File: src/common/pim_defs.vh
// Constants shared by the pattern integrity monitor.
// Notes on behaviour
// - One generator and checker per channel.
// - Pattern block plus minimal encoding format logic.
// - Raw pattern only, no protocol framing.
// - Combined match true only when all match.
// - Sticky error set when combined match falls, except while the reset sequence runs.
// - Active-high one-bit clear input clears sticky.
// - Live match and sticky in bring-up domain.
// - Reset request starts full reset sequence.
// - Bring-up clock globally buffered, drives controller.
// - Unused core ports tied to defaults.
// - Some core ports driven locally, others passed.
// - Wrapper ports not used by helpers pass unchanged.
// - One reference clock buffer per source.
// - Source index 0 or 1 selects pair.
`ifndef PIM_DEFS_VH
`define PIM_DEFS_VH
`define PIM_NUM_CH 4
`define PIM_DATA_W 16
`define PIM_STATE_W 15
`define PIM_HDR_W 2
`define PIM_LOOPBACK_W 3
`define PIM_NUM_REFSRC 2
`define PIM_REFSRC_FIRST 1'b0
`define PIM_REFSRC_SECOND 1'b1
`define PIM_TAP_A 14
`define PIM_TAP_B 13
`define PIM_SEED 15'h7fff
`define PIM_HDR_DATA 2'h1
`define PIM_ENC_RAW 1'b0
`define PIM_ENC_GEARBOX 1'b1
`define PIM_LOOPBACK_OFF 3'h0
`define PIM_POLARITY_NORMAL 1'b0
`define PIM_CNT_W 5
// The reset sequence lasts 160 ns, counted here in 10 ns bring-up clock cycles at the counter's width.
`define PIM_RESET_SEQ_CYC 5'h10
`endif

File: src/hdl/pim_top.v
// Pattern integrity monitor: per-channel pattern generators and checkers with combined status.
`timescale 1ns/100ps
`default_nettype none
`include "pim_defs.vh"

// One pattern block, configured as a generator or a checker.
module pim_prbs_lane #(
  parameter IS_CHECKER = 1'b0,
  parameter ENC_MODE = 1'b0
) (
  // Clock and reset
  input wire clk_in,
  input wire rst_in,
  input wire hold_in,
  // Transmit side
  output reg [`PIM_DATA_W-1:0] tx_data_out,
  output reg [`PIM_HDR_W-1:0] tx_header_out,
  // Receive side
  input wire [`PIM_DATA_W-1:0] rx_data_in,
  input wire rx_valid_in,
  input wire [`PIM_HDR_W-1:0] rx_header_in,
  output reg match_out
);

  reg [`PIM_STATE_W-1:0] state_q;
  reg [`PIM_STATE_W-1:0] state_d;
  reg primed_q;
  wire [`PIM_DATA_W-1:0] next_word;
  wire hdr_ok;

  // Sixteen serial steps of the shift register; the last fifteen output bits become the new state.
  function [`PIM_DATA_W-1:0] pim_advance;
    input [`PIM_STATE_W-1:0] seed;
    reg [`PIM_STATE_W-1:0] s;
    reg b;
    integer i;
    begin
      s = seed;
      pim_advance = {`PIM_DATA_W{1'b0}};
      for (i = `PIM_DATA_W - 1; i >= 0; i = i - 1) begin
        b = s[`PIM_TAP_A] ^ s[`PIM_TAP_B];
        pim_advance[i] = b;
        s = {s[`PIM_STATE_W-2:0], b};
      end
    end
  endfunction

  assign next_word = pim_advance(state_q);
  // In gearbox format the header must mark a data block; raw format ignores it.
  assign hdr_ok = (ENC_MODE == `PIM_ENC_GEARBOX) ? (rx_header_in == `PIM_HDR_DATA) : 1'b1;

  always @* begin
    state_d = state_q;
    if (IS_CHECKER) begin
      if (rx_valid_in) begin
        state_d = rx_data_in[`PIM_STATE_W-1:0];
      end
    end else begin
      state_d = next_word[`PIM_STATE_W-1:0];
    end
  end

  always @(posedge clk_in or posedge rst_in) begin
    if (rst_in) begin
      state_q <= `PIM_SEED;
      primed_q <= 1'b0;
      match_out <= 1'b0;
      tx_data_out <= {`PIM_DATA_W{1'b0}};
      tx_header_out <= {`PIM_HDR_W{1'b0}};
    end else if (hold_in) begin
      state_q <= `PIM_SEED;
      primed_q <= 1'b0;
      match_out <= 1'b0;
      tx_data_out <= {`PIM_DATA_W{1'b0}};
      tx_header_out <= {`PIM_HDR_W{1'b0}};
    end else begin
      state_q <= state_d;
      if (IS_CHECKER) begin
        tx_data_out <= {`PIM_DATA_W{1'b0}};
        tx_header_out <= {`PIM_HDR_W{1'b0}};
        if (rx_valid_in) begin
          // The checker locks to the received stream, so the first word only seeds it.
          primed_q <= 1'b1;
          if (primed_q) begin
            match_out <= (rx_data_in == next_word) && hdr_ok;
          end
        end
      end else begin
        tx_data_out <= next_word;
        tx_header_out <= (ENC_MODE == `PIM_ENC_GEARBOX) ? `PIM_HDR_DATA : {`PIM_HDR_W{1'b0}};
        match_out <= 1'b0;
      end
    end
  end

endmodule // pim_prbs_lane

// Two flip-flop synchroniser for levels that enter the bring-up clock domain.
module pim_sync2 #(
  parameter WIDTH = 1
) (
  // Clock and reset
  input wire clk_in,
  input wire rst_in,
  // Level from another domain and its re-timed copy
  input wire [WIDTH-1:0] async_in,
  output reg [WIDTH-1:0] sync_out
);

  // Only the second stage leaves this module, so a metastable first stage gets a whole cycle to settle.
  reg [WIDTH-1:0] meta_q;

  always @(posedge clk_in or posedge rst_in) begin
    if (rst_in) begin
      meta_q <= {WIDTH{1'b0}};
      sync_out <= {WIDTH{1'b0}};
    end else begin
      meta_q <= async_in;
      sync_out <= meta_q;
    end
  end

endmodule // pim_sync2

// Top level of the demonstration design.
module pim_top #(
  parameter [`PIM_NUM_CH-1:0] ENC_MODE = {`PIM_NUM_CH{`PIM_ENC_RAW}},
  parameter [`PIM_NUM_CH-1:0] REFSRC_SEL = {`PIM_NUM_CH{`PIM_REFSRC_FIRST}}
) (
  // Free-running bring-up clock and power-on reset
  input wire clk_in,
  input wire rst_in,
  // Asynchronous operator inputs
  input wire full_system_reset_request_in,
  input wire error_clear_in,
  // Reference clock pairs, index 0 first source, index 1 second source
  input wire [`PIM_NUM_REFSRC-1:0] refclk_p_in,
  input wire [`PIM_NUM_REFSRC-1:0] refclk_n_in,
  output wire [`PIM_NUM_CH-1:0] chan_refclk_out,
  // Channel parallel data
  output wire [`PIM_NUM_CH*`PIM_DATA_W-1:0] tx_data_out,
  output wire [`PIM_NUM_CH*`PIM_HDR_W-1:0] tx_header_out,
  input wire [`PIM_NUM_CH*`PIM_DATA_W-1:0] rx_data_in,
  input wire [`PIM_NUM_CH*`PIM_HDR_W-1:0] rx_header_in,
  input wire [`PIM_NUM_CH-1:0] rx_valid_in,
  // Core control ports
  input wire core_reset_done_in,
  output wire core_reset_all_out,
  output wire core_userclk_active_out,
  output wire [`PIM_NUM_CH*`PIM_LOOPBACK_W-1:0] core_loopback_out,
  output wire [`PIM_NUM_CH-1:0] core_tx_polarity_out,
  output wire core_reset_done_out,
  // Status
  output reg match_all_out,
  output reg error_latched_out
);

  wire rst_req_sync;
  wire clr_sync;
  wire done_sync;
  wire [`PIM_NUM_CH-1:0] match_sync;
  reg [`PIM_CNT_W-1:0] seq_cnt_q;
  reg [`PIM_CNT_W-1:0] seq_cnt_d;
  reg seq_busy_q;
  reg userclk_active_q;
  wire [`PIM_NUM_CH-1:0] chan_match;
  wire [`PIM_NUM_REFSRC-1:0] refclk_buf;
  wire match_all_d;
  wire seq_start;

  // The clock port is the globally buffered bring-up clock; all logic here runs on it.

  // Differential reference buffers, one per configured source.
  genvar g;
  generate
    for (g = 0; g < `PIM_NUM_REFSRC; g = g + 1) begin : g_refbuf
      assign refclk_buf[g] = refclk_p_in[g] & ~refclk_n_in[g];
    end
    for (g = 0; g < `PIM_NUM_CH; g = g + 1) begin : g_chan
      // Each channel takes the first or the second source of its quad.
      assign chan_refclk_out[g] = (REFSRC_SEL[g] == `PIM_REFSRC_SECOND) ? refclk_buf[1] : refclk_buf[0];

      pim_prbs_lane #(
        .IS_CHECKER(1'b0),
        .ENC_MODE(ENC_MODE[g])
      ) u_stim (
        .clk_in(clk_in),
        .rst_in(rst_in),
        .hold_in(seq_busy_q),
        .tx_data_out(tx_data_out[g*`PIM_DATA_W +: `PIM_DATA_W]),
        .tx_header_out(tx_header_out[g*`PIM_HDR_W +: `PIM_HDR_W]),
        .rx_data_in({`PIM_DATA_W{1'b0}}),
        .rx_valid_in(1'b0),
        .rx_header_in({`PIM_HDR_W{1'b0}}),
        .match_out()
      );

      pim_prbs_lane #(
        .IS_CHECKER(1'b1),
        .ENC_MODE(ENC_MODE[g])
      ) u_check (
        .clk_in(clk_in),
        .rst_in(rst_in),
        .hold_in(seq_busy_q),
        .tx_data_out(),
        .tx_header_out(),
        .rx_data_in(rx_data_in[g*`PIM_DATA_W +: `PIM_DATA_W]),
        .rx_valid_in(rx_valid_in[g]),
        .rx_header_in(rx_header_in[g*`PIM_HDR_W +: `PIM_HDR_W]),
        .match_out(chan_match[g])
      );
    end
  endgenerate

  // Operator inputs, the core's done level and per-channel matches are re-timed before use.
  // The two-cycle latency is the price of a safe crossing; a bad word shows on the status three cycles late.
  pim_sync2 #(
    .WIDTH(1)
  ) u_sync_rst_req (
    .clk_in(clk_in),
    .rst_in(rst_in),
    .async_in(full_system_reset_request_in),
    .sync_out(rst_req_sync)
  );

  pim_sync2 #(
    .WIDTH(1)
  ) u_sync_clr (
    .clk_in(clk_in),
    .rst_in(rst_in),
    .async_in(error_clear_in),
    .sync_out(clr_sync)
  );

  pim_sync2 #(
    .WIDTH(1)
  ) u_sync_done (
    .clk_in(clk_in),
    .rst_in(rst_in),
    .async_in(core_reset_done_in),
    .sync_out(done_sync)
  );

  // Matches are re-timed per channel before the AND, so no channel is sampled mid-change.
  pim_sync2 #(
    .WIDTH(`PIM_NUM_CH)
  ) u_sync_match (
    .clk_in(clk_in),
    .rst_in(rst_in),
    .async_in(chan_match),
    .sync_out(match_sync)
  );

  // Reset sequence: runs for a fixed time and holds the pattern logic while it is busy.
  // A request held high keeps restarting it, so the system stays in reset until release.
  assign seq_start = rst_req_sync;

  always @* begin
    seq_cnt_d = seq_cnt_q;
    if (seq_start) begin
      seq_cnt_d = `PIM_RESET_SEQ_CYC;
    end else if (seq_cnt_q != {`PIM_CNT_W{1'b0}}) begin
      seq_cnt_d = seq_cnt_q - 1'b1;
    end
  end

  always @(posedge clk_in or posedge rst_in) begin
    if (rst_in) begin
      seq_cnt_q <= `PIM_RESET_SEQ_CYC;
      seq_busy_q <= 1'b1;
      userclk_active_q <= 1'b0;
    end else begin
      seq_cnt_q <= seq_cnt_d;
      seq_busy_q <= (seq_cnt_d != {`PIM_CNT_W{1'b0}});
      // User clock networks are declared active once the sequence ends and the core reports done.
      userclk_active_q <= ~seq_busy_q & done_sync;
    end
  end

  assign core_reset_all_out = seq_busy_q;
  assign core_userclk_active_out = userclk_active_q;
  assign core_reset_done_out = done_sync;
  assign core_loopback_out = {`PIM_NUM_CH{`PIM_LOOPBACK_OFF}};
  assign core_tx_polarity_out = {`PIM_NUM_CH{`PIM_POLARITY_NORMAL}};

  assign match_all_d = &match_sync;

  always @(posedge clk_in or posedge rst_in) begin
    if (rst_in) begin
      match_all_out <= 1'b0;
      error_latched_out <= 1'b0;
    end else begin
      match_all_out <= match_all_d;
      // A falling combined match wins over a clear in the same cycle, so no error is lost.
      if (seq_busy_q) begin
        error_latched_out <= 1'b0;
      end else if (match_all_out & ~match_all_d) begin
        error_latched_out <= 1'b1;
      end else if (clr_sync) begin
        error_latched_out <= 1'b0;
      end
    end
  end

endmodule // pim_top
`default_nettype wire

File: config.mk
export PLATFORM = sky130hd
export DESIGN_NAME = pim_top
export DESIGN_NICKNAME = d
export VERILOG_FILES = /design/src/hdl/pim_top.v
export VERILOG_INCLUDE_DIRS = /design/src /design/src/common
export SDC_FILE = /design/constraint.sdc
export NUM_CORES = 1
export LEC_CHECK = 0
export ABC_AREA = 1
export BUFFER_PORTS_ARGS = -buffer_cell sky130_fd_sc_hd__buf_2
export CORE_MARGIN = 3
export CORE_UTILIZATION = 55
export CTS_BUF_LIST = sky130_fd_sc_hd__clkbuf_16
export DETAILED_ROUTE_END_ITERATION = 6
export PLACE_DENSITY = 0.79
export SYNTH_ARGS = -nofsm -noshare
export SYNTH_HDL_FRONTEND = slang
export SYNTH_SLANG_ARGS = --single-unit
File: constraint.sdc
create_clock -name clk_in -period 12.4 [get_ports clk_in]
set_input_delay 0.62 -clock clk_in [delete_from_list [all_inputs] [get_ports clk_in]]
set_output_delay 0.62 -clock clk_in [all_outputs]
set_load 0.005 [all_outputs]
# [Word-level counts from Yosys, hierarchy flattened]
# Cells that the tools add are included.
[totals] register_bits=215 input_bits=85 output_inout_bits=97 word_cells=229
[classes] addsub=1 eq_ne=4 mux=41 n_bitwise=134 reduce_logical=16
[ops] cell="$mux 15" n=12
[ops] cell="$xor 1x1->1" n=128
[ops] cell="$eq 16x16->1" n=4
[ops] cell="$mux 16" n=4
[ops] cell="$mux 1" n=23
[ops] cell="$reduce_bool 2->1" n=8
[ops] cell="$mux 5" n=2
[ops] cell="$reduce_bool 5->1" n=2
[ops] cell="$reduce_and 2->1" n=4
[ops] cell="$sub 5x1->5 const B" n=1
[ops] cell="$reduce_and 4->1" n=1
[ops] cell="$and 1x1->1" n=3
[ops] cell="$not 1->1" n=3
[ops] cell="$reduce_bool 3->1" n=1

# [Depth between registers and ports, before layout]
# Gate-level depths: netlist of run 1.
[depth] ltp_word=6 mapped_depth=10

# [By module]
# A second synthesis of run 1 with hierarchy kept.
[hier_totals] cells_unflattened=1314 area_unflattened_um2=10861.7
[modules_own_cells] module="pim_prbs_lane at g_chan[0].u_check ..." n_inst=4 cells_each=202 area_each_um2=1297.5 seq_area_each_um2=444.2
[modules_own_cells] module="pim_prbs_lane at g_chan[0].u_stim ..." n_inst=4 cells_each=103 area_each_um2=1177.4 seq_area_each_um2=794.5
[modules_own_cells] module="pim_top" n_inst=1 cells_each=76 area_each_um2=596.8 seq_area_each_um2=227.7
[modules_own_cells] module="pim_sync2 at u_sync_match" n_inst=1 cells_each=9 area_each_um2=203.9 seq_area_each_um2=200.2
[modules_own_cells] module="pim_sync2 at u_sync_clr ..." n_inst=3 cells_each=3 area_each_um2=53.8 seq_area_each_um2=50.0

# [Least setup slack after synthesis of run 1]
# Ideal clock, no wire load.
[synth_timing] path_kind="input to output" start="input refclk_p_in[0]" end="output chan_refclk_out[1]" arrival_time_ns=0.987 required_ns=11.780 path_slack_ns=10.793 path_stages=3 path_buffers=1 cell_sequence="inv_1 -> nor2_1 -> buf_4"
[synth_via] elab_chain_cells=1
[synth_lines] item="start: declaration" line_no="pim_top.v:137" rtl="input wire [`PIM_NUM_REFSRC-1:0] refclk_p_in,"
[synth_lines] item="$and 1x1->1" line_no="pim_top.v:177" rtl="assign refclk_buf[g] = refclk_p_in[g] & ~refclk_n_in[g];"
[synth_lines] item="end: declaration" line_no="pim_top.v:139" rtl="output wire [`PIM_NUM_CH-1:0] chan_refclk_out,"
# No other way between the ends.

# [Worst setup path in the final report of run 1]
[layout_timing] start="register seq_busy_q (netlist: core_reset_all_out)" end="register g_chan[0].u_check.state_q[10]"
[layout_via] elab_chain_cells=1 elab_cells_between_ends=2 classes_between="mux (1); reduce/logical (1)"
[layout_lines] item="start: declaration" line_no="pim_top.v:164" rtl="reg seq_busy_q;"
[layout_lines] item="start signal: assignment" line_no="pim_top.v:274" rtl="seq_busy_q <= (seq_cnt_d != {`PIM_CNT_W{1'b0}});"
[layout_lines] item="$mux 15 / $reduce_bool 2->1 (equally long branches)"
[layout_lines] item="end signal: assignment" line_no="pim_top.v:65" rtl="state_q <= `PIM_SEED;"
[layout_lines] item="end signal: assignment" line_no="pim_top.v:71" rtl="state_q <= `PIM_SEED;"
[layout_lines] item="end signal: assignment" line_no="pim_top.v:77" rtl="state_q <= state_d;"
[layout_lines] item="end: declaration" line_no="pim_top.v:25" rtl="reg [`PIM_STATE_W-1:0] state_q;"
# Several ways; a longest one is shown, not always the timed one.
# A chain may end at the register's enable or synchronous reset.

==> flow_summary.json, run 1 <==
{
  "outcome": "complete, no violations",
  "dp.final_hpwl_um": 13700,
  "cpMaxStageDelayCell": "dfstp_2",
  "layout_min_cycle_time_ns": 2.60,
  "rows": 48,
  "yosys_register_bits": 215,
  "cpLargestDelayFamily": "simple AND/OR/NAND/NOR gates",
  "core_mm2": 0.0175,
  "clock.fmax_mhz": 385,
  "hold_class": "input port to flop",
  "rrSetupSlack_ns": 9.80,
  "detail_route.first_pass.iterations": 5,
  "skew_ns": 0.0147,
  "path_max_fanout": 71,
  "drt_iter0_drc": 438,
  "via_per_inst": 4.93,
  "post-route-cell-area_mm2": 0.0115,
  "crit_chain": "buf_4 > nor2_2 > nor2_2 > a22oi_1",
  "grt_max_degree": 149,
  "gp_congestion": 0.877,
  "vias": 7574,
  "dieHeight_um": 140,
  "grt_pass1_vias": 7192,
  "total_leakage_power_nw": 6.25,
  "multiInputGateArea_mm2": 0.00363,
  "initial_utilization": 0.567,
  "grt_overflow": 0,
  "syn_avg_cell_area_um2": 8.63,
  "final_nets": 1381,
  "io_buffers": 147,
  "crit_top_cell": "nor2_2",
  "cts_setup_buffers": 0,
  "setup_viol": 0,
  "worst_hold_slack_ns": 0.233,
  "drt.antenna.violating_nets": 0,
  "p_clk_frac": 0.315,
  "ios": 182,
  "pwr-share-seq": 0.447,
  "cts_resized": 0,
  "rsz0062_at_grt": "no",
  "cts.reportedPaths.clkPinSlew_ns": 0.05,
  "clock-sinks": 215,
  "max_stage_delay_ns": 0.72,
  "top_usage_layer": "met2",
  "hold_viol": 0,
  "irDropWorstVdd_uv": 168,
  "place_area_mm2": 0.0107,
  "post-route-util": 0.656,
  "switching_share": 0.310,
  "yosysUniqueCellTypes": 22,
  "end_kind": "flop",
  "synth_seq_area_share": 0.559,
  "ctsHtreeMaxLevel": 1,
  "cap_violations": 0,
  "met3_usage": 0.0365,
  "n_antenna_cell": 0,
  "grt_usage": 0.198,
  "syn2layout_area_growth_pct": 15.7,
  "p_switching_mw": 0.662,
  "syn_inst": 1148,
  "cts_buffers": 23,
  "fp.dieW_um": 140,
  "cts_tree": "yes",
  "use_met1": 0.272,
  "p_int_mw": 1.47,
  "drive_gt1_frac": 0.236,
  "cp_num_buf_inv": 1,
  "drt-total-wl_um": 19400,
  "dieArea_mm2": 0.0197,
  "clock-root-buffer": "clkbuf_16",
  "wire_per_inst_um": 12.6,
  "power_density_mw_per_mm2": 186,
  "power_mw": 2.13,
  "syn_area_mm2": 0.00991,
  "final.period_utilization": 0.209,
  "cp.required_ns": 12.79,
  "setup.worst_path.start_class": "flop",
  "ff_latch_area_mm2": 0.00553,
  "ys_warn_count": 0,
  "grt_pass1_wl_um": 33000,
  "fin_tns_setup_ns": 0,
  "drc": 0,
  "power_frac_comb": 0.239,
  "clk_latency_ns": 0.52,
  "maxSlewViolCount": 0,
  "slew_headroom": 0.315,
  "max-clock-path-buffers": 3,
  "use_met2": 0.331,
  "antenna_found_initial": 0,
  "crit_arrival_ns": 2.99,
  "crit_type": "flop to flop",
  "cts_hold_buf": 0,
  "fillers": 1439,
  "tightest_slew_ns": 1.02
}
## placed cells by master, fill, tap and decap left out, types with 5 or more instances in the layout
master	instances
conb_1	24
a21oi_1	5
inv_1	138
dfstp_2	122
xnor2_1	68
xor2_1	8
o21ai_0	11
clkbuf_16	23
nor3_1	6
clkinv_2	5
nand2_1	371
nor2_2	5
nand3_1	66
buf_2	147
clkinv_1	5
dfrtp_1	93
nor2_1	145
a22oi_1	56
## state kept, by name, summed over array words and instances (netlist names)
signal	count
u_sync_done.meta_q	1
core_reset_all_out	1
u_sync_done.sync_out	1
g_chan.u_check.state_q	60
u_sync_rst_req.meta_q	1
u_sync_rst_req.sync_out	1
g_chan.u_check.primed_q	4
u_sync_clr.meta_q	1
g_chan.u_stim.state_q	60
u_sync_clr.sync_out	1
u_sync_match.meta_q	4
core_userclk_active_out	1
seq_cnt_q	5
g_chan.u_stim.tx_data_out	64
error_latched_out	1
g_chan.u_check.match_out	4
u_sync_match.sync_out	4
match_all_out	1
## kinds of logic (layout without fill, tap and decap cells)
family	Yosys count	in the layout	synth area share
buffers and inverters	185	326	0.0834
AO/OA/AOI/OAI	74	74	0.0519
adder cells (fa/ha/maj)	1	1	0.00126
XOR/XNOR	76	76	0.0672
other	1	24	0.000379
flip-flops	215	215	0.559
AND/OR/NAND/NOR	596	596	0.237
## through the flow
stage / setup slack (ns) / cells
global route: 9.56 / 1537
CTS: 9.84 / 1537
finish: 9.80 / 1537
global placement: 9.90 / 1495
detailed placement: 9.85 / 1495
floorplan: 6.10 / 1171
## layer usage
| metal | wire [um] | vias to the layer above |
|---|---|---|
| met1 | 8550 | 3539 |
| met5 | 0 | - |
| met2 | 9230 | 226 |
| li1 | - | 3786 |
| met3 | 1390 | 23 |
| met4 | 265 | 0 |
## path summary, 6_finish.rpt
check                      cells after the start                         start                              end
min in group asynchronous                      2                        rst_in  g_chan[0].u_stim.tx_data_out[8]
min                                            1  full_system_reset_request_in            u_sync_rst_req.meta_q
min reg2reg                                    0        u_sync_match.meta_q[3]         u_sync_match.sync_out[3]
max reg2reg                                    4            core_reset_all_out    g_chan[0].u_check.state_q[10]
max                                            4            core_reset_all_out    g_chan[0].u_check.state_q[10]
max in group asynchronous                      3                        rst_in            u_sync_rst_req.meta_q
## final cells by class
class,count,share of cell area
inverters,135,0.0449
flip-flops and latches,215,0.483
clock buffers,23,0.0502
repair buffers,149,0.0655
well taps,225,0.0246
multi-input cells,771,0.317
clock inverters,19,0.0151
## synthesized netlist by cell type
library cell / n / area, um^2
nand2_1: 371 / 1390
nor2_1: 145 / 544
inv_1: 134 / 503
dfstp_2: 122 / 3210
dfrtp_1: 93 / 2330
xnor2_1: 68 / 596
nand3_1: 66 / 330
a22oi_1: 56 / 420
buf_4: 29 / 218
buf_2: 18 / 90.1
o21ai_0: 11 / 55.1
xor2_1: 8 / 70.1
nor3_1: 6 / 30.0
a21oi_1: 5 / 25.0
nor2_2: 5 / 31.3
clkbuf_1: 3 / 11.3
nand3b_1: 3 / 22.5
conb_1: 1 / 3.75
ha_1: 1 / 12.5
inv_2: 1 / 3.75
o22ai_1: 1 / 6.26
o31ai_1: 1 / 7.51
## power by group through the flow
stage	registers (mW)	logic (mW)	clock network (mW)
after CTS	0.954	0.513	0.694
after floorplan	0.946	0.405	0
after global routing	0.968	0.585	0.725
final	0.953	0.509	0.672
after detailed placement	0.963	0.510	0
after global placement	0.958	0.495	0
No activity file was read; power rests on OpenSTA's default activity.
==> inputs of run 2 (changes only) <==
clock period = 2.4 ns   (was 12.4 ns; I/O delays follow)
==> run 2 against run 1 <==
  * Register-to-register slack lost 9.3 ns
  * Power grew to 5.1 times the previous value
  * Fmax increased by 38%
  * Sequential power grew to 5.2 times the previous value
  * Sequential cell count did not move
  * Sequential share of layout area shrank 2.7 points
  * Cell count rose by 4.7%
  * Critical endpoint is now g_chan[0].u_check.state_q[12]
  * Setup slack got worse by 9.3 ns
  * Clock-buffer cell count fell by 1
  * Final area grew 6.0%
  * Die area unchanged
  * Highest routed layer unchanged
==> flow_summary.json, run 2 (synthesized netlist as in run 1, its figures left out) <==
{
  "top_regs": "g_chan.u_stim.tx_data_out (64), g_chan.u_check.state_q (60), g_chan.u_stim.state_q (60)",
  "final_cell_mix": "nand2_1 (371), buf_2 (147), nor2_1 (145), inv_1 (139), dfstp_2 (121)",
  "cpMaxStageDelayCell": "dfstp_4",
  "dieArea_mm2": 0.0197,
  "largest_reg_flops": 64,
  "crit_top_cell": "nor2_2",
  "grt_pass1_wl_um": 35200,
  "max-clock-path-buffers": 3,
  "maxSlewViolCount": 0,
  "rsz0062_at_grt": "no",
  "core_mm2": 0.0175,
  "initial_utilization": 0.567,
  "dieHeight_um": 140,
  "path_max_fanout": 23,
  "cap_violations": 0,
  "layout_min_cycle_time_ns": 1.88,
  "power_density_mw_per_mm2": 897,
  "total_leakage_power_nw": 6.54,
  "largest_register": "g_chan.u_stim.tx_data_out",
  "dr.max_layer_used": "met4",
  "outcome": "complete, no violations",
  "dp.final_hpwl_um": 14100,
  "cts_setup_buffers": 0,
  "syn2layout_area_growth_pct": 22.7,
  "rows": 48,
  "detail_route.first_pass.iterations": 5,
  "clock.fmax_mhz": 533,
  "cts_buffers": 22,
  "final_nets": 1454,
  "crit_arrival_ns": 2.25,
  "crit_type": "flop to flop",
  "setup.worst_path.start_class": "flop",
  "fp.dieW_um": 140,
  "ios": 182,
  "drt-total-wl_um": 21000,
  "setup_viol": 0,
  "met2_length_um": 10200,
  "grt_max_degree": 126,
  "final_cells": 1609,
  "route.met3.wl_um": 1460,
  "fin_tns_setup_ns": 0,
  "cts.reportedPaths.clkPinSlew_ns": 0.06,
  "drc": 0,
  "skew_ns": 0.00878,
  "cpLargestDelayFamily": "simple AND/OR/NAND/NOR gates",
  "crit_chain": "nor2_2 > nor2_2 > a22oi_1",
  "vias": 7977,
  "drt_iter0_drc": 422,
  "final_common_cell": "nand2_1",
  "ctsHtreeMaxLevel": 1,
  "irDropWorstVdd_uv": 697,
  "grt_overflow": 0,
  "final.period_utilization": 0.782,
  "grt_usage": 0.210,
  "max_stage_delay_ns": 0.77,
  "grt_pass1_vias": 7808,
  "drt.antenna.violating_nets": 0,
  "clock-sinks": 215,
  "n_antenna_cell": 0,
  "via_per_inst": 4.96,
  "hold_viol": 0,
  "io_buffers": 147,
  "clk_latency_ns": 0.50,
  "tightest_slew_ns": 1.05,
  "wire_per_inst_um": 13.1,
  "fillers": 1352,
  "gp_congestion": 0.868,
  "cp_num_buf_inv": 0,
  "wl_met1_um": 8890,
  "drive_gt1_frac": 0.225,
  "dp_cells": 1500,
  "slew_headroom": 0.301,
  "end_kind": "flop",
  "clock-root-buffer": "clkbuf_16",
  "hold_class": "input port to flop",
  "cp.required_ns": 2.78,
  "antenna_found_initial": 0,
  "cts_tree": "yes"
}
==> run 2: layer usage <==
| layer | vias to the layer above | global-route usage |
|---|---|---|
| li1 | 3938 | - |
| met1 | 3717 | 0.284 |
| met5 | - | 0 |
| met3 | 42 | 0.0379 |
| met2 | 280 | 0.354 |
| met4 | 0 | 0.0571 |
==> run 2: final timing paths <==
kind | slack (ns) | cells past startpoint | startpoint | end
setup / recovery | 0.52 | 3 | core_reset_all_out | g_chan[0].u_check.state_q[12]
hold / removal | 0.04 | 5 | rx_data_in[31] | g_chan[1].u_check.match_out
setup reg to reg | 0.52 | 3 | core_reset_all_out | g_chan[0].u_check.state_q[12]
hold reg to reg | 0.35 | 0 | u_sync_rst_req.meta_q | u_sync_rst_req.sync_out
max in group asynchronous | 1.37 | 4 | rst_in | g_chan[1].u_stim.tx_data_out[8]
min in group asynchronous | 0.14 | 3 | rst_in | g_chan[3].u_check.primed_q
==> run 2: report_power, final <==
part           switching, mW  leakage [nW]  internal [mW]
sequential             0.442          2.56           4.49
clock                   1.34         0.362           1.88
combinational           1.62          3.61           1.13
==> run 2: what timing repair did <==
item,CTS,global route
gates resized for setup,0,0
hold buffers,69,0
hold endpoints to repair,98,0
setup endpoints to repair,0,0
==> run 2: final cells by class <==
class,instances,area [um^2],share of cell area
well taps,225,282,0.0232
clock inverters,18,138,0.0113
inverters,135,510,0.0420
flip-flops and latches,215,5540,0.456
repair buffers,223,1500,0.124
clock buffers,22,551,0.0453
multi-input cells,771,3630,0.299
==> run 2: worst reg2reg max path, stage by stage (launching register included) <==
cell     delay [ns]
dfstp_4        0.77
nor2_2         0.21
nor2_2         0.58
a22oi_1        0.20
==> run 2: metrics by stage <==
stage | hold WS (ns) | instance area, um^2 | power, mW | setup WS (ns) | utilization
6_report | 0.0389 | 12200 | 10.9 | 0.524 | 0.695
5_1_grt | 0.0723 | 12200 | 11.6 | 0.406 | 0.695
4_1_cts | 0.0263 | 12200 | 11.0 | 0.558 | 0.695
3_5_place_dp | 0.0871 | 10800 | 7.63 | 0.576 | 0.617
3_3_place_gp | 0.0801 | 10800 | 7.53 | 0.646 | 0.617
2_1_floorplan | 0.151 | 10000 | 6.98 | -0.419 | -
==> inputs of run 3 (changes only) <==
CORE_UTILIZATION = 50   (was 55)
PLACE_DENSITY = 0.76   (was 0.79)
clock period = 1.7 ns   (was 2.4 ns; I/O delays follow)
==> run 3 against run 2 <==
  * Critical path depth rose by 1
  * Power rose by 41%
  * Via count down 1.6%
  * Worst hold slack worse by 0.018 ns
  * Non-clock buffer count increased by 4
  * Sequential power rose by 41%
  * Sequential share of layout area down 0.44 points
  * Cell count grew 2.7%
  * Die area is 9.6% higher
==> flow_summary.json, run 3 (synthesized netlist as in run 1, its figures left out) <==
{
  "hold_viol": 0,
  "cts_tree": "yes",
  "wire_per_inst_um": 12.6,
  "largest_reg_flops": 64,
  "p_int_mw": 10.6,
  "via_per_inst": 4.75,
  "grt_max_degree": 104,
  "drive_gt1_frac": 0.229,
  "p_clk_frac": 0.291,
  "detail_route.first_pass.iterations": 7,
  "r2r-start": "core_reset_all_out",
  "power_density_mw_per_mm2": 1250,
  "ios": 182,
  "antenna_found_initial": 0,
  "drt-total-wl_um": 20800,
  "pre_cts_slack_ns": -0.0403,
  "grt_usage": 0.191,
  "slew_headroom": 0.545,
  "dieHeight_um": 147,
  "drc": 0,
  "switching_share": 0.314,
  "drt_iter0_drc": 383,
  "cp.required_ns": 2.11,
  "n_antenna_cell": 0,
  "r2r_end": "g_chan[0].u_check.state_q[8]",
  "ff2ff_path_depth": 4,
  "clock-sinks": 215,
  "hold_class": "input port to flop",
  "worst_slack_ns": 0.102,
  "skew_ns": 0.0124,
  "pwr-share-seq": 0.451,
  "startpoint": "core_reset_all_out",
  "gp_congestion": 0.873,
  "grt_pass1_vias": 7632,
  "vias": 7846,
  "rsz0062_at_grt": "no",
  "dp.final_hpwl_um": 13800,
  "cap_violations": 0,
  "grt_overflow": 0,
  "irDropWorstVdd_uv": 999,
  "hold_depth": 5,
  "dieArea_mm2": 0.0215,
  "power_frac_comb": 0.257,
  "crit_type": "flop to flop",
  "total_leakage_power_nw": 6.56,
  "initial_utilization": 0.519,
  "end_kind": "flop",
  "setup_viol": 0,
  "cts_buffers": 24,
  "drt.antenna.violating_nets": 0,
  "core_mm2": 0.0191,
  "p_switching_mw": 4.83,
  "power_mw": 15.4,
  "tightest_slew_ns": 0.682,
  "maxSlewViolCount": 0,
  "syn2layout_area_growth_pct": 23.9,
  "final_nets": 1460,
  "clock.fmax_mhz": 626,
  "fp.dieW_um": 147,
  "final.period_utilization": 0.940,
  "critPathCapture": "g_chan[0].u_check.state_q[8]",
  "largest_register": "g_chan.u_stim.tx_data_out",
  "max-clock-path-buffers": 3,
  "layout_min_cycle_time_ns": 1.60,
  "final_cell_mix": "nand2_1 (371), buf_2 (147), nor2_1 (142), inv_1 (137), dfstp_2 (121)",
  "io_buffers": 147,
  "rows": 50,
  "rrSetupSlack_ns": 0.10,
  "crit_arrival_ns": 2.01,
  "path_max_fanout": 16,
  "clk_latency_ns": 0.51,
  "final_common_cell": "nand2_1",
  "ctsHtreeMaxLevel": 1,
  "cts.reportedPaths.clkPinSlew_ns": 0.06,
  "setup.worst_path.start_class": "flop",
  "clock-root-buffer": "clkbuf_16",
  "top_regs": "g_chan.u_stim.tx_data_out (64), g_chan.u_check.state_q (60), g_chan.u_stim.state_q (60)",
  "grt_pass1_wl_um": 34700,
  "outcome": "complete, no violations"
}
[run 3: repair_timing]
| item | in CTS | in global routing |
|---|---|---|
| gates resized for setup | 2 | 2 |
| hold buffers | 69 | 0 |
| setup endpoints to repair | 27 | 29 |
| hold endpoints to repair | 190 | 0 |
| setup buffers | 0 | 2 |
[run 3: layer usage]
metal	vias to the layer above	wire [um]	track usage
met4	0	563	0.0532
met5	-	0	0
li1	3947	-	-
met2	241	10100	0.326
met1	3608	9080	0.253
met3	50	1120	0.0324
[run 3: power groups by stage]
stage	Combinational (mW)	Clock [mW]	Sequential (mW)
floorplan	2.96	0	6.90
global placement	3.69	0	7.00
detailed placement	3.78	0	7.02
CTS	3.94	4.63	6.96
global route	4.49	4.88	7.06
finish	3.96	4.48	6.95
[run 3: critical path, stage by stage, from the launching register on]
cell and delay [ns]:
dfstp_4 0.52, nor2_2 0.56, nor2_2 0.05, buf_4 0.21
a22oi_1 0.17
[run 3: final cells by class]
cell class / instances / area [um^2]
fill: 1537 / 6810
sequential: 215 / 5540
multi-input combinational: 771 / 3650
timing repair buffer: 227 / 1560
clock buffer: 24 / 601
inverter: 135 / 510
tap: 260 / 325
clock inverter: 20 / 95.1
[run 3: how the worst min path moves through the flow]
stage	from	endpoint	slack (ns)
after global routing	rx_data_in[47]	g_chan[2].u_check.match_out	0.06
after CTS	rx_data_in[47]	g_chan[2].u_check.match_out	0.01
after floorplan	error_clear_in	u_sync_clr.meta_q	0.12
after detailed placement	core_reset_done_in	u_sync_done.meta_q	0.19
final	rx_data_in[47]	g_chan[2].u_check.match_out	0.02
after global placement	core_reset_done_in	u_sync_done.meta_q	0.19
[run 3: through the flow]
| step | setup TNS (ns) | hold slack, ns | util | std cells | area [um^2] |
|---|---|---|---|---|---|
| floorplan | -148.63 | 0.116 | - | 1171 | 10000 |
| global placement | 0 | 0.193 | 0.569 | 1537 | 10900 |
| detailed placement | -0.535 | 0.194 | 0.569 | 1537 | 10900 |
| CTS | 0 | 0.00987 | 0.642 | 1650 | 12300 |
| global route | 0 | 0.0551 | 0.643 | 1652 | 12300 |
| finish | 0 | 0.0206 | 0.643 | 1652 | 12300 |
